File: src/rtl/mop_map.svh
`ifndef MOP_MAP_SVH
`define MOP_MAP_SVH
// Register byte offsets
`define MOP_OFS_EMG_CTRL      4'h0
`define MOP_OFS_OVL_CTRL      4'h4
`define MOP_OFS_EMG_KEY       4'h8
`define MOP_OFS_PHASE_IN      4'hc
// Field positions, emergency_control
`define MOP_EC_ENABLE         0
`define MOP_EC_RETURN         1
`define MOP_EC_STATE          2
`define MOP_EC_CNT_LO         4
`define MOP_EC_CNT_HI         7
// Field positions, overload_control
`define MOP_OC_ENABLE         0
`define MOP_OC_CNTSTOP        1
`define MOP_OC_SEL_LO         2
`define MOP_OC_SEL_HI         3
`define MOP_OC_STATE          4
`define MOP_OC_RET_TMR        5
`define MOP_OC_RET_PWM        6
`define MOP_OC_RET_MAN        7
// Reset values
`define MOP_EC_RESET          8'h01
`define MOP_OC_RESET          8'h00
// Disable keys
`define MOP_KEY_FIRST         8'h5a
`define MOP_KEY_SECOND        8'ha5
// Timing
`define MOP_CLK_NS            8
`define MOP_SAMPLE_NS         200
`define MOP_SAMPLE_CYC        ((`MOP_SAMPLE_NS + `MOP_CLK_NS - 1) / `MOP_CLK_NS)
`endif

File: src/rtl/mop_pkg.sv
package mop_pkg;
    typedef enum logic [1:0] {
        MOP_CUT_NONE  = 2'h0,
        MOP_CUT_ALL   = 2'h1,
        MOP_CUT_PWM   = 2'h2,
        MOP_CUT_GROUP = 2'h3
    } mop_cut_t;
    typedef enum logic [2:0] {
        MOP_KEY_IDLE = 3'h1,
        MOP_KEY_HALF = 3'h2,
        MOP_KEY_OPEN = 3'h4
    } mop_key_state_t;
    // Six phase outputs: upper u,v,w then lower x,y,z
    typedef struct packed {
        logic [2:0] upper;
        logic [2:0] lower;
    } mop_phase_t;
    typedef struct packed {
        mop_phase_t level;
        mop_phase_t oe;
    } mop_drive_t;
endpackage

File: src/rtl/mop_protect.sv
// Design decisions made here: the Avalon-MM interface to the registers and the register offsets.
`timescale 1ns/100ps
`include "mop_map.svh"
module mop_protect
    import mop_pkg::*;
#(
    parameter int SAMPLE_CYC = `MOP_SAMPLE_CYC
) (
    input  wire logic        i_core_clk,
    input  wire logic        i_reset,
    input  wire logic [3:0]  i_avs_address,
    input  wire logic        i_avs_read,
    input  wire logic        i_avs_write,
    input  wire logic [31:0] i_avs_writedata,
    input  wire logic [3:0]  i_avs_byteenable,
    output logic      [31:0] o_avs_readdata,
    output logic             o_avs_waitrequest,
    input  wire mop_phase_t  i_phase_level,
    input  wire mop_phase_t  i_phase_is_pwm,
    input  wire mop_phase_t  i_phase_active_high,
    input  wire logic        i_pwm_sync,
    input  wire logic        i_timer1_sync,
    input  wire logic        i_emergency_stop_input,
    input  wire logic        i_overload_sense_input,
    output mop_drive_t       o_phase_drive,
    output logic             o_emergency_irq,
    output logic             o_overload_irq,
    output logic             o_pwm_counter_stop
);

// ----------------------------------------
// Pin synchronisers
// ----------------------------------------
logic [2:0] emg_sync_q;
logic [2:0] ovl_sync_q;
logic       emg_level_q;
logic       ovl_level_q;

always_ff @(posedge i_core_clk or posedge i_reset) begin
    if (i_reset) begin
        emg_sync_q  <= 3'h7;
        ovl_sync_q  <= 3'h7;
        emg_level_q <= 1'b1;
        ovl_level_q <= 1'b1;
    end else begin
        emg_sync_q <= {emg_sync_q[1:0], i_emergency_stop_input};
        ovl_sync_q <= {ovl_sync_q[1:0], i_overload_sense_input};
        if (emg_sync_q[1] == emg_sync_q[2]) begin
            emg_level_q <= emg_sync_q[2];
        end
        if (ovl_sync_q[1] == ovl_sync_q[2]) begin
            ovl_level_q <= ovl_sync_q[2];
        end
    end
end

function automatic logic two_or_more(input logic [2:0] v);
    two_or_more = (v[0] & v[1]) | (v[0] & v[2]) | (v[1] & v[2]);
endfunction

// ----------------------------------------
// Bus decode
// ----------------------------------------
logic        wait_q;
logic [31:0] rdata_q;
logic        acc;
logic        wr_go;
logic        wr_ec;
logic        wr_oc;
logic        wr_key;

assign acc    = (i_avs_read | i_avs_write) & wait_q;
assign wr_go  = i_avs_write & ~wait_q & i_avs_byteenable[0];
assign wr_ec  = wr_go & (i_avs_address == `MOP_OFS_EMG_CTRL);
assign wr_oc  = wr_go & (i_avs_address == `MOP_OFS_OVL_CTRL);
assign wr_key = wr_go & (i_avs_address == `MOP_OFS_EMG_KEY);

// ----------------------------------------
// Key sequence
// ----------------------------------------
mop_key_state_t key_q;

always_ff @(posedge i_core_clk or posedge i_reset) begin
    if (i_reset) begin
        key_q <= MOP_KEY_IDLE;
    end else if (wr_key) begin
        case (key_q)
            MOP_KEY_IDLE: begin
                key_q <= (i_avs_writedata[7:0] == `MOP_KEY_FIRST) ? MOP_KEY_HALF : MOP_KEY_IDLE;
            end
            MOP_KEY_HALF: begin
                key_q <= (i_avs_writedata[7:0] == `MOP_KEY_SECOND) ? MOP_KEY_OPEN :
                         (i_avs_writedata[7:0] == `MOP_KEY_FIRST) ? MOP_KEY_HALF : MOP_KEY_IDLE;
            end
            MOP_KEY_OPEN: begin
                key_q <= (i_avs_writedata[7:0] == `MOP_KEY_FIRST) ? MOP_KEY_HALF : MOP_KEY_IDLE;
            end
            default: begin
                key_q <= MOP_KEY_IDLE;
            end
        endcase
    end else if (wr_ec) begin
        key_q <= MOP_KEY_IDLE;
    end
end

// ----------------------------------------
// Emergency path
// ----------------------------------------
logic       emg_en_q;
logic       emg_state_q;
logic       emg_prev_q;
logic       emg_fall;
logic [3:0] cnt_sel_q;

assign emg_fall = emg_prev_q & ~emg_level_q;

always_ff @(posedge i_core_clk or posedge i_reset) begin
    if (i_reset) begin
        emg_prev_q <= 1'b1;
    end else begin
        emg_prev_q <= emg_level_q;
    end
end

// ----------------------------------------
// Emergency enable
// ----------------------------------------
always_ff @(posedge i_core_clk or posedge i_reset) begin
    if (i_reset) begin
        emg_en_q <= 1'b1;
    end else if (wr_ec) begin
        if (i_avs_writedata[`MOP_EC_ENABLE]) begin
            emg_en_q <= 1'b1;
        end else if (key_q == MOP_KEY_OPEN) begin
            emg_en_q <= 1'b0;
        end
    end
end

// ----------------------------------------
// Emergency state
// ----------------------------------------
always_ff @(posedge i_core_clk or posedge i_reset) begin
    if (i_reset) begin
        emg_state_q     <= 1'b0;
        o_emergency_irq <= 1'b0;
    end else begin
        o_emergency_irq <= emg_en_q & emg_fall;
        if (emg_en_q & emg_fall) begin
            emg_state_q <= 1'b1;
        end else if (wr_ec & i_avs_writedata[`MOP_EC_RETURN] & emg_level_q) begin
            emg_state_q <= 1'b0;
        end
    end
end

// ----------------------------------------
// Overload sampling
// ----------------------------------------
logic [7:0] tick_q;
logic [3:0] low_cnt_q;
logic [3:0] need;
logic       ovl_detect;

always_ff @(posedge i_core_clk or posedge i_reset) begin
    if (i_reset) begin
        cnt_sel_q <= 4'h0;
    end else if (wr_ec) begin
        cnt_sel_q <= i_avs_writedata[`MOP_EC_CNT_HI:`MOP_EC_CNT_LO];
    end
end

assign need = (cnt_sel_q == 4'h0) ? 4'h1 : cnt_sel_q;

always_ff @(posedge i_core_clk or posedge i_reset) begin
    if (i_reset) begin
        tick_q    <= 8'h00;
        low_cnt_q <= 4'h0;
    end else begin
        tick_q <= (tick_q == 8'(SAMPLE_CYC - 1)) ? 8'h00 : tick_q + 8'h01;
        if (tick_q == 8'(SAMPLE_CYC - 1)) begin
            if (ovl_level_q) begin
                low_cnt_q <= 4'h0;
            end else if (low_cnt_q != 4'hf) begin
                low_cnt_q <= low_cnt_q + 4'h1;
            end
        end
    end
end

assign ovl_detect = (low_cnt_q >= need) & ~ovl_level_q;

// ----------------------------------------
// Overload state
// ----------------------------------------
logic     ovl_en_q;
logic     ovl_state_q;
logic     cnt_stop_q;
logic     ret_pwm_q;
logic     ret_tmr_q;
mop_cut_t cut_q;
logic     ovl_ret;

assign ovl_ret = ovl_level_q & ((wr_oc & i_avs_writedata[`MOP_OC_RET_MAN])
                 | (ret_pwm_q & i_pwm_sync)
                 | (ret_tmr_q & i_timer1_sync));

always_ff @(posedge i_core_clk or posedge i_reset) begin
    if (i_reset) begin
        ovl_en_q   <= 1'b0;
        cnt_stop_q <= 1'b0;
        ret_pwm_q  <= 1'b0;
        ret_tmr_q  <= 1'b0;
        cut_q      <= MOP_CUT_NONE;
    end else if (wr_oc) begin
        ovl_en_q   <= i_avs_writedata[`MOP_OC_ENABLE];
        cnt_stop_q <= i_avs_writedata[`MOP_OC_CNTSTOP];
        ret_pwm_q  <= i_avs_writedata[`MOP_OC_RET_PWM];
        ret_tmr_q  <= i_avs_writedata[`MOP_OC_RET_TMR];
        cut_q      <= mop_cut_t'(i_avs_writedata[`MOP_OC_SEL_HI:`MOP_OC_SEL_LO]);
    end
end

always_ff @(posedge i_core_clk or posedge i_reset) begin
    if (i_reset) begin
        ovl_state_q    <= 1'b0;
        o_overload_irq <= 1'b0;
    end else begin
        o_overload_irq <= ovl_en_q & ~ovl_state_q & ovl_detect;
        if (~ovl_en_q) begin
            ovl_state_q <= 1'b0;
        end else if (~ovl_state_q & ovl_detect) begin
            ovl_state_q <= 1'b1;
        end else if (ovl_state_q & ovl_ret) begin
            ovl_state_q <= 1'b0;
        end
    end
end

// ----------------------------------------
// Phase output gating
// ----------------------------------------
mop_phase_t snap_q;
mop_phase_t on_now;
mop_phase_t cut_mask;
mop_phase_t force_on;
mop_phase_t lvl;

function automatic mop_phase_t to_level(input mop_phase_t on, input mop_phase_t ah);
    to_level = ~(on ^ ah);
endfunction

assign on_now = ~(i_phase_level ^ i_phase_active_high);

always_ff @(posedge i_core_clk or posedge i_reset) begin
    if (i_reset) begin
        snap_q <= '0;
    end else if (~ovl_state_q) begin
        snap_q <= on_now;
    end
end

always_comb begin
    cut_mask = '0;
    force_on = '0;
    case (cut_q)
        MOP_CUT_NONE: begin
            cut_mask = '0;
        end
        MOP_CUT_ALL: begin
            cut_mask = '1;
        end
        MOP_CUT_PWM: begin
            cut_mask = i_phase_is_pwm;
        end
        MOP_CUT_GROUP: begin
            if (two_or_more(snap_q.upper)) begin
                force_on.upper = 3'h7;
                cut_mask       = '1;
            end else if (two_or_more(snap_q.lower)) begin
                force_on.lower = 3'h7;
                cut_mask       = '1;
            end
        end
        default: begin
            cut_mask = '0;
        end
    endcase
    if (ovl_state_q) begin
        lvl = (i_phase_level & ~cut_mask) | (to_level(force_on, i_phase_active_high) & cut_mask);
    end else begin
        lvl = i_phase_level;
    end
end

always_ff @(posedge i_core_clk or posedge i_reset) begin
    if (i_reset) begin
        o_phase_drive <= '0;
    end else begin
        o_phase_drive.level <= lvl;
        o_phase_drive.oe    <= (emg_state_q | (emg_en_q & emg_fall)) ? '0 : '1;
    end
end

// ----------------------------------------
// Counter stop
// ----------------------------------------
always_ff @(posedge i_core_clk or posedge i_reset) begin
    if (i_reset) begin
        o_pwm_counter_stop <= 1'b0;
    end else begin
        o_pwm_counter_stop <= ovl_state_q & cnt_stop_q;
    end
end

// ----------------------------------------
// Bus answer
// ----------------------------------------
always_ff @(posedge i_core_clk or posedge i_reset) begin
    if (i_reset) begin
        wait_q <= 1'b1;
    end else begin
        wait_q <= ~acc;
    end
end

// ----------------------------------------
// Read data
// ----------------------------------------
always_ff @(posedge i_core_clk or posedge i_reset) begin
    if (i_reset) begin
        rdata_q <= 32'h0000_0000;
    end else if (acc & i_avs_read) begin
        case (i_avs_address)
            `MOP_OFS_EMG_CTRL: begin
                rdata_q <= {24'h0, cnt_sel_q, 1'b0, emg_state_q, 1'b0, emg_en_q};
            end
            `MOP_OFS_OVL_CTRL: begin
                rdata_q <= {24'h0, 1'b0, ret_pwm_q, ret_tmr_q, ovl_state_q, cut_q, cnt_stop_q, ovl_en_q};
            end
            default: begin
                rdata_q <= 32'h0000_0000;
            end
        endcase
    end
end

assign o_avs_readdata    = rdata_q;
assign o_avs_waitrequest = wait_q;

endmodule // mop_protect

File: config.mk
export PLATFORM = sky130hd
export DESIGN_NAME = mop_protect
export DESIGN_NICKNAME = d
export VERILOG_FILES = /design/src/rtl/mop_pkg.sv /design/src/rtl/mop_protect.sv
export VERILOG_INCLUDE_DIRS = /design/src /design/src/rtl
export SDC_FILE = /design/constraint.sdc
export NUM_CORES = 1
export LEC_CHECK = 0
export ABC_CLOCK_PERIOD_IN_PS = 2200
export BUFFER_PORTS_ARGS = -buffer_cell sky130_fd_sc_hd__buf_2
export CAP_MARGIN = 20
export CORE_ASPECT_RATIO = 1.1
export CORE_MARGIN = 2
export CORE_UTILIZATION = 35
export DETAILED_ROUTE_END_ITERATION = 7
export PLACE_DENSITY = 0.72
export RECOVER_POWER = 25
export SYNTH_ARGS = -nofsm -noshare
export SYNTH_HDL_FRONTEND = slang
export SYNTH_SLANG_ARGS = --single-unit
File: constraint.sdc
create_clock -name i_core_clk -period 2.2 [get_ports i_core_clk]
set_input_delay 0.11 -clock i_core_clk [delete_from_list [all_inputs] [get_ports i_core_clk]]
set_output_delay 0.11 -clock i_core_clk [all_outputs]
set_load 0.02 [all_outputs]
==> flow_metrics.py, run 1 <==
metrics = {
    "status": {
        "status": "finished, final reports clean",
    },
    "place": {
        "preCtsSetupSlack_ps": 394.9,
        "port_buffers": 62,
        "dp.cells": 457,
        "gp_congestion": 0.7916,
        "hpwlAfterDp_microns": 4606,
    },
    "clocking": {
        "clock_sinks": 62,
        "numCtsBuffers": 9,
        "cts_tree": "done",
        "clkLatencyLatePin_ps": 340,
        "clk_pin_slew_ps": 70,
        "htreeDepth": 3,
        "ctsResizeCount": 0,
        "post_cts_buffers": 0,
        "root_buffer": "clkbuf_8",
        "ctsHoldBuffers": 6,
        "clock_path_buffers": 2,
    },
    "timing": {
        "slew_viol_final": 0,
        "period_needed_ps": 1824,
        "fin_crit_sh": 0.8291,
        "max-slew-margin-rel": 0.5992,
        "skew_ps": 8.934,
        "rsz0062_at_grt": "no",
        "tightest_slew_ps": 601.2,
        "setup_viol": 0,
        "whs_ps": 31.96,
        "hold_viol_final": 0,
        "finalSetupTns_ps": 0,
        "fin_ws_ps": 376.0,
        "max_freq_mhz": 548.2,
    },
    "die": {
        "die_x_microns": 93.89,
        "start_util": 0.3560,
        "die_y_microns": 102.9,
        "core_area_sq_um": 8738,
        "rows": 36,
        "die_area_sq_um": 9658,
        "ios": 114,
    },
    "power_and_ir_drop": {
        "leakage_uw": 0.001827,
        "peakVddDrop_mv": 0.2539,
        "power_density_nw_per_um2": 775.8,
    },
    "finish": {
        "nets": 433,
        "fin_cells": 479,
        "antenna_cells": 0,
        "layout_common_cells": "62 x buf_2, 50 x dfrtp_1, 34 x nand2_1",
        "layout_commonest_cell": "buf_2",
        "drive_above_1_share": 0.2959,
        "num-fill-cells": 859,
        "area_growth_pct": 20.07,
    },
    "routing": {
        "dr.pass1.iters": 4,
        "drc_errors": 0,
        "num_vias": 2283,
        "drt_iter0_markers": 63,
        "viasPerCell": 4.766,
        "routed_wl_microns": 6150,
        "post_drt_wl_per_cell_microns": 12.84,
        "antenna_left": 0,
    },
    "worst_setup_path": {
        "criticalPathCategory": "reg -> reg",
        "crit_chain": "inv_1 -> a31o_2 -> ha_1 -> nand2b_1 -> a21o_1 -> a211oi_1 -> o22ai_1",
        "required_ps": 2410,
        "crit_path_start_kind": "register",
        "crit_family": "compound AO/OA/AOI/OAI gates",
        "r2r-end": "ovl_state_q$_DFFE_PP0P_",
        "ff2ff_path_depth": 7,
        "critPathBufInv": 1,
        "cp.arrival_ps": 2040,
        "path_max_fanout": 3,
        "crit_start": "cnt_sel_q[3]$_DFFE_PP0P_",
        "r2r-start": "cnt_sel_q[3]$_DFFE_PP0P_",
        "crit_end": "ovl_state_q$_DFFE_PP0P_",
        "regToRegSetupSlack_ps": 380,
        "slowest_stage": "dfrtp_1",
        "critical_path_cell_count": 7,
        "crit_path_end_kind": "register",
        "slowest_delay_ps": 360,
    },
    "logic_synthesis": {
        "synth_compound_area_frac": 0.1191,
        "synthMuxAreaShare": 0.03258,
        "netlist_area_sq_um": 3110,
        "ys_ff_latch": 62,
        "synth_edf_count": 0,
        "synth_fa_ha_area_frac": 0.04183,
        "ys_seq_area_frac": 0.5036,
        "syn_avg_cell_area_sq_um": 10.65,
        "synth_xor_area_frac": 0.04505,
        "synthCells": 292,
        "synth_top_family_by_area": "simple AND/OR/NAND/NOR gates",
        "yosys.area_share.simple": 0.1621,
        "async_flop_share": 1.000,
        "synth_warnings": 0,
        "ys.flop_type": "dfrtp_1",
        "netlist-cell-type-count": 53,
    },
    "global_routing": {
        "grt_pass1_wl_microns": 9963,
        "grt_overflow_total": 0,
        "grt_max_degree": 54,
        "track_usage": 0.1334,
        "grt_pass1_vias": 2204,
        "antenna_found_initial": 0,
    },
    "min_path": {
        "hp-class": "in -> reg",
    },
    "job": {
        "max-cap-violations": 0,
    },
}
## how the worst min path moves through the flow
stage | start | end | slack [ps] | cells after the start
global route | i_phase_level[1] | o_phase_drive[7]$_DFF_PP0_ | 10 | 2
finish | i_phase_level[0] | o_phase_drive[6]$_DFF_PP0_ | 30 | 2
detailed placement | i_reset | o_phase_drive[7]$_DFF_PP0_ | 60 | 2
floorplan | i_emergency_stop_input | emg_sync_q[0]$_DFF_PP1_ | 110 | 0
CTS | i_phase_level[0] | o_phase_drive[6]$_DFF_PP0_ | 20 | 2
global placement | i_reset | o_phase_drive[7]$_DFF_PP0_ | 50 | 2
## routing by layer
| metal | vias up | global-route usage | share of wire |
|---|---|---|---|
| li1 | 1104 | - | - |
| met1 | 1107 | 0.1555 | 0.43 |
| met2 | 58 | 0.2286 | 0.50 |
| met3 | 14 | 0.03363 | 0.047 |
| met4 | 0 | 0.06800 | 0.024 |
| met5 | - | 0 | 0 |
## cells in the mapped netlist (2+ instances only)
cell type / n / area [sq um]
dfrtp_1: 50 / 1251
nand2_1: 34 / 127.6
buf_4: 29 / 217.7
o21ai_0: 20 / 100.1
inv_1: 14 / 52.55
nor2_1: 14 / 52.55
dfstp_2: 12 / 315.3
mux2_2: 9 / 101.4
xor2_1: 9 / 78.83
nand3_1: 8 / 40.04
a21oi_1: 7 / 35.03
ha_1: 7 / 87.58
xnor2_1: 7 / 61.31
a21o_1: 6 / 45.04
a22oi_1: 6 / 45.04
clkbuf_1: 5 / 18.77
o211ai_1: 4 / 30.03
a211o_1: 3 / 26.28
nand4b_1: 3 / 26.28
a22o_1: 2 / 17.52
a41oi_1: 2 / 17.52
and3_1: 2 / 12.51
and3b_1: 2 / 17.52
maj3_1: 2 / 20.02
maj3_2: 2 / 22.52
nand2b_1: 2 / 12.51
nand3b_1: 2 / 15.01
nor3_1: 2 / 10.01
nor4_1: 2 / 12.51
nor4b_1: 2 / 17.52
## flip-flops by register name (all words and copies together), names as in the netlist, 2 cells and up
| name | count |
|---|---|
| cnt_sel_q | 4 |
| cut_q | 2 |
| emg_sync_q | 3 |
| key_q | 3 |
| low_cnt_q | 4 |
| o_avs_readdata | 8 |
| o_phase_drive | 7 |
| ovl_sync_q | 3 |
| snap_q | 6 |
| tick_q | 8 |
## worst reg2reg max path: cells and delay by family, from the launching register on
family / cells / cell delay [ps]
compound gates: 4 / 880
fa+ha+maj: 1 / 260
buf+inv: 1 / 70
flops: 1 / 360
simple gates: 1 / 140
## per-stage QoR
step | utilization | area (sq um) | total power [uW]
after global placement | 0.3923 | 3428 | 1674
after detailed placement | 0.3923 | 3428 | 1687
final | 0.4274 | 3735 | 2897
after CTS | 0.4274 | 3735 | 2931
after floorplan | - | 3197 | 1593
after global routing | 0.4274 | 3735 | 3033
## area by class of cell
class	count	area [sq um]	share of cell area
clock buffer	9	123.9	0.03317
clock inverter	7	122.6	0.03283
inverter	14	52.55	0.01407
multi-input combinational	204	1336	0.3578
sequential	62	1567	0.4194
tap	114	142.6	0.03819
timing repair buffer	69	390.4	0.1045
## logic make-up (layout without fill, tap and decap cells)
logic type,after synthesis,count (layout)
AO/OA/AOI/OAI,57,57
XOR/XNOR,16,16
adder cells (fa/ha/maj),11,11
buffers and inverters,49,99
flip-flops,62,62
multiplexers,9,9
other,1,24
AND/OR/NAND/NOR,87,87
## power breakdown
group          switching (uW)  internal, uW  total, uW
logic                     216           147        363
registers                70.1          1240       1310
clock network             472           756       1230
Power figures use the tool's default switching activity.
==> run 2: changes to the inputs <==
--- a/config.mk
+++ b/config.mk
@@ -6,14 +6,14 @@
 export SDC_FILE = /design/constraint.sdc
 export NUM_CORES = 1
 export LEC_CHECK = 0
-export ABC_CLOCK_PERIOD_IN_PS = 2200
+export ABC_CLOCK_PERIOD_IN_PS = 1500
 export BUFFER_PORTS_ARGS = -buffer_cell sky130_fd_sc_hd__buf_2
 export CAP_MARGIN = 20
 export CORE_ASPECT_RATIO = 1.1
 export CORE_MARGIN = 2
 export CORE_UTILIZATION = 35
 export DETAILED_ROUTE_END_ITERATION = 7
-export PLACE_DENSITY = 0.72
+export PLACE_DENSITY = 0.74
 export RECOVER_POWER = 25
 export SYNTH_ARGS = -nofsm -noshare
 export SYNTH_HDL_FRONTEND = slang
==> constraint.sdc (replaced) <==
create_clock -name i_core_clk -period 1.5 [get_ports i_core_clk]
set_input_delay 0.075 -clock i_core_clk [delete_from_list [all_inputs] [get_ports i_core_clk]]
set_output_delay 0.075 -clock i_core_clk [all_outputs]
set_load 0.02 [all_outputs]
==> run 2 against run 1 <==
Effect of this change: the flow now finishes with violations (negative setup slack); sequential share of layout area shrank 3.1 points; critical path type unchanged; final cell count increased by 6.5%; utilization up 3.5 points; worst setup slack got worse by 570 ps.
==> flow_metrics.py, run 2 (synthesized netlist as in run 1, its figures left out) <==
metrics = {
    "clocking": {
        "clkLatencyLatePin_ps": 340,
        "clock_path_buffers": 2,
        "clk_pin_slew_ps": 60,
        "htreeDepth": 3,
        "clock_sinks": 62,
        "numCtsBuffers": 9,
        "root_buffer": "clkbuf_8",
        "cts_tree": "done",
    },
    "routing": {
        "drt_iter0_markers": 104,
        "drc_errors": 0,
        "antenna_left": 0,
        "viasPerCell": 4.680,
        "num_vias": 2387,
        "post_drt_wl_per_cell_microns": 13.19,
        "dr.pass1.iters": 4,
        "routed_wl_microns": 6725,
    },
    "worst_setup_path": {
        "r2r-start": "snap_q[5]$_DFFE_PP0N_",
        "ff2ff_path_depth": 4,
        "cp.arrival_ps": 1920,
        "criticalPathCategory": "reg -> reg",
        "regToRegSetupSlack_ps": -200,
        "required_ps": 1720,
        "crit_start": "snap_q[5]$_DFFE_PP0N_",
        "crit_path_start_kind": "register",
        "crit_path_end_kind": "register",
        "path_max_fanout": 3,
    },
    "min_path": {
        "worstHoldStart": "i_phase_active_high[5]",
        "holdPathStages": 3,
        "hp-class": "in -> reg",
    },
    "timing": {
        "setup_viol": 5,
        "fin_crit_sh": 1.130,
        "period_needed_ps": 1695,
        "rsz0062_at_grt": "yes",
        "max-slew-margin-rel": 0.4596,
        "hold_viol_final": 0,
        "finalSetupTns_ps": -779.6,
        "slew_viol_final": 0,
        "fin_ws_ps": -195.4,
        "skew_ps": 7.366,
        "max_freq_mhz": 589.8,
        "tightest_slew_ps": 810.6,
    },
    "status": {
        "status": "finished with violations",
        "violations": "negative setup slack",
    },
    "global_routing": {
        "grt_overflow_total": 0,
        "grt_max_degree": 63,
        "track_usage": 0.1475,
        "grt_pass1_vias": 2393,
        "grt_pass1_wl_microns": 11070,
        "antenna_found_initial": 0,
    },
    "place": {
        "dp.cells": 477,
        "gp_congestion": 0.7905,
        "preCtsSetupSlack_ps": -156.9,
        "port_buffers": 62,
        "hpwlAfterDp_microns": 4745,
    },
    "die": {
        "die_x_microns": 93.89,
        "rows": 36,
        "start_util": 0.3560,
        "ios": 114,
        "die_y_microns": 102.9,
        "core_area_sq_um": 8738,
        "die_area_sq_um": 9658,
    },
    "power_and_ir_drop": {
        "p_int_uw": 3225,
        "p_sw_uw": 1122,
        "leakage_uw": 0.001991,
        "power_uw": 4347,
        "combPwrFrac": 0.172,
        "peakVddDrop_mv": 0.4237,
        "p_sw_frac": 0.2581,
        "p_clk_frac": 0.391,
        "power_density_nw_per_um2": 1077,
        "seq_power_share": 0.437,
    },
    "finish": {
        "num-fill-cells": 796,
        "antenna_cells": 0,
        "ff_latch_area_sq_um": 1568,
        "drive_above_1_share": 0.3636,
        "area_growth_pct": 29.81,
        "nets": 464,
        "fin_cells": 510,
        "layout_commonest_cell": "buf_2",
        "final_util": 0.4621,
        "layout_common_cells": "60 x buf_2, 49 x dfrtp_1, 34 x nand2_1",
        "multi_input_comb_area_sq_um": 1414,
    },
    "job": {
        "max-cap-violations": 0,
    },
}
run 2: cell count changes in the layout (fill, tap and decap cells not counted), sizes merged:
cell	previous run	this run
clkinvlp	2	1
clkbuf	9	16
inv	14	13
bufinv	3	2
dlygate4sd3	6	12
clkinv	2	1
buf	63	85
run 2: area by class of cell:
class | instances | share of cell area
multi-input cells | 204 | 0.3502
flip-flops and latches | 62 | 0.3883
clock inverters | 3 | 0.01611
inverters | 14 | 0.01394
well taps | 114 | 0.03533
clock buffers | 13 | 0.04183
repair buffers | 100 | 0.1543
run 2: critical path, cell delays in order (launching register included):
cell and delay, ps:
dfrtp_1 390, maj3_2 340, o311a_4 390, a21oi_2 150, mux2_4 310
run 2: final timing paths:
| kind | end |
|---|---|
| max in group asynchronous | ovl_state_q$_DFFE_PP0P_ |
| min in group asynchronous | key_q[1]$_DFFE_PP0P_ |
| max | o_phase_drive[8]$_DFF_PP0_ |
| min reg2reg | emg_sync_q[1]$_DFF_PP1_ |
| min | o_phase_drive[11]$_DFF_PP0_ |
| max reg2reg | o_phase_drive[8]$_DFF_PP0_ |
run 2: layer usage:
layer	global-route usage	up-vias	routed length, microns
li1	-	1163	-
met1	0.1700	1149	2748
met2	0.2560	60	3501
met3	0.03509	15	282
met4	0.07692	0	192
met5	0	-	0
run 2: metrics by stage:
step / hold slack (ps) / area [sq um]
after floorplan: 79.48 / 3206
after global placement: 179.1 / 3587
after detailed placement: 186.1 / 3587
after CTS: 1.538 / 3951
after global routing: 0.9837 / 4038
final: 7.203 / 4038
run 2: what timing repair did:
| action | CTS | global route |
|---|---|---|
| pin swaps | 1 | 7 |
| endpoints found under the hold margin | 60 | 0 |
| buffers inserted | 1 | 4 |
| gates resized for setup | 2 | 14 |
| hold buffers | 12 | 0 |
| endpoints found under the setup margin | 8 | 18 |
run 2: power groups by stage:
stage,combinational [uW],sequential (uW),clock [uW]
after floorplan,399,1950,0
after global placement,624,1920,0
after detailed placement,640,1930,0
after CTS,683,1900,1720
after global routing,820,1920,1830
final,746,1900,1700
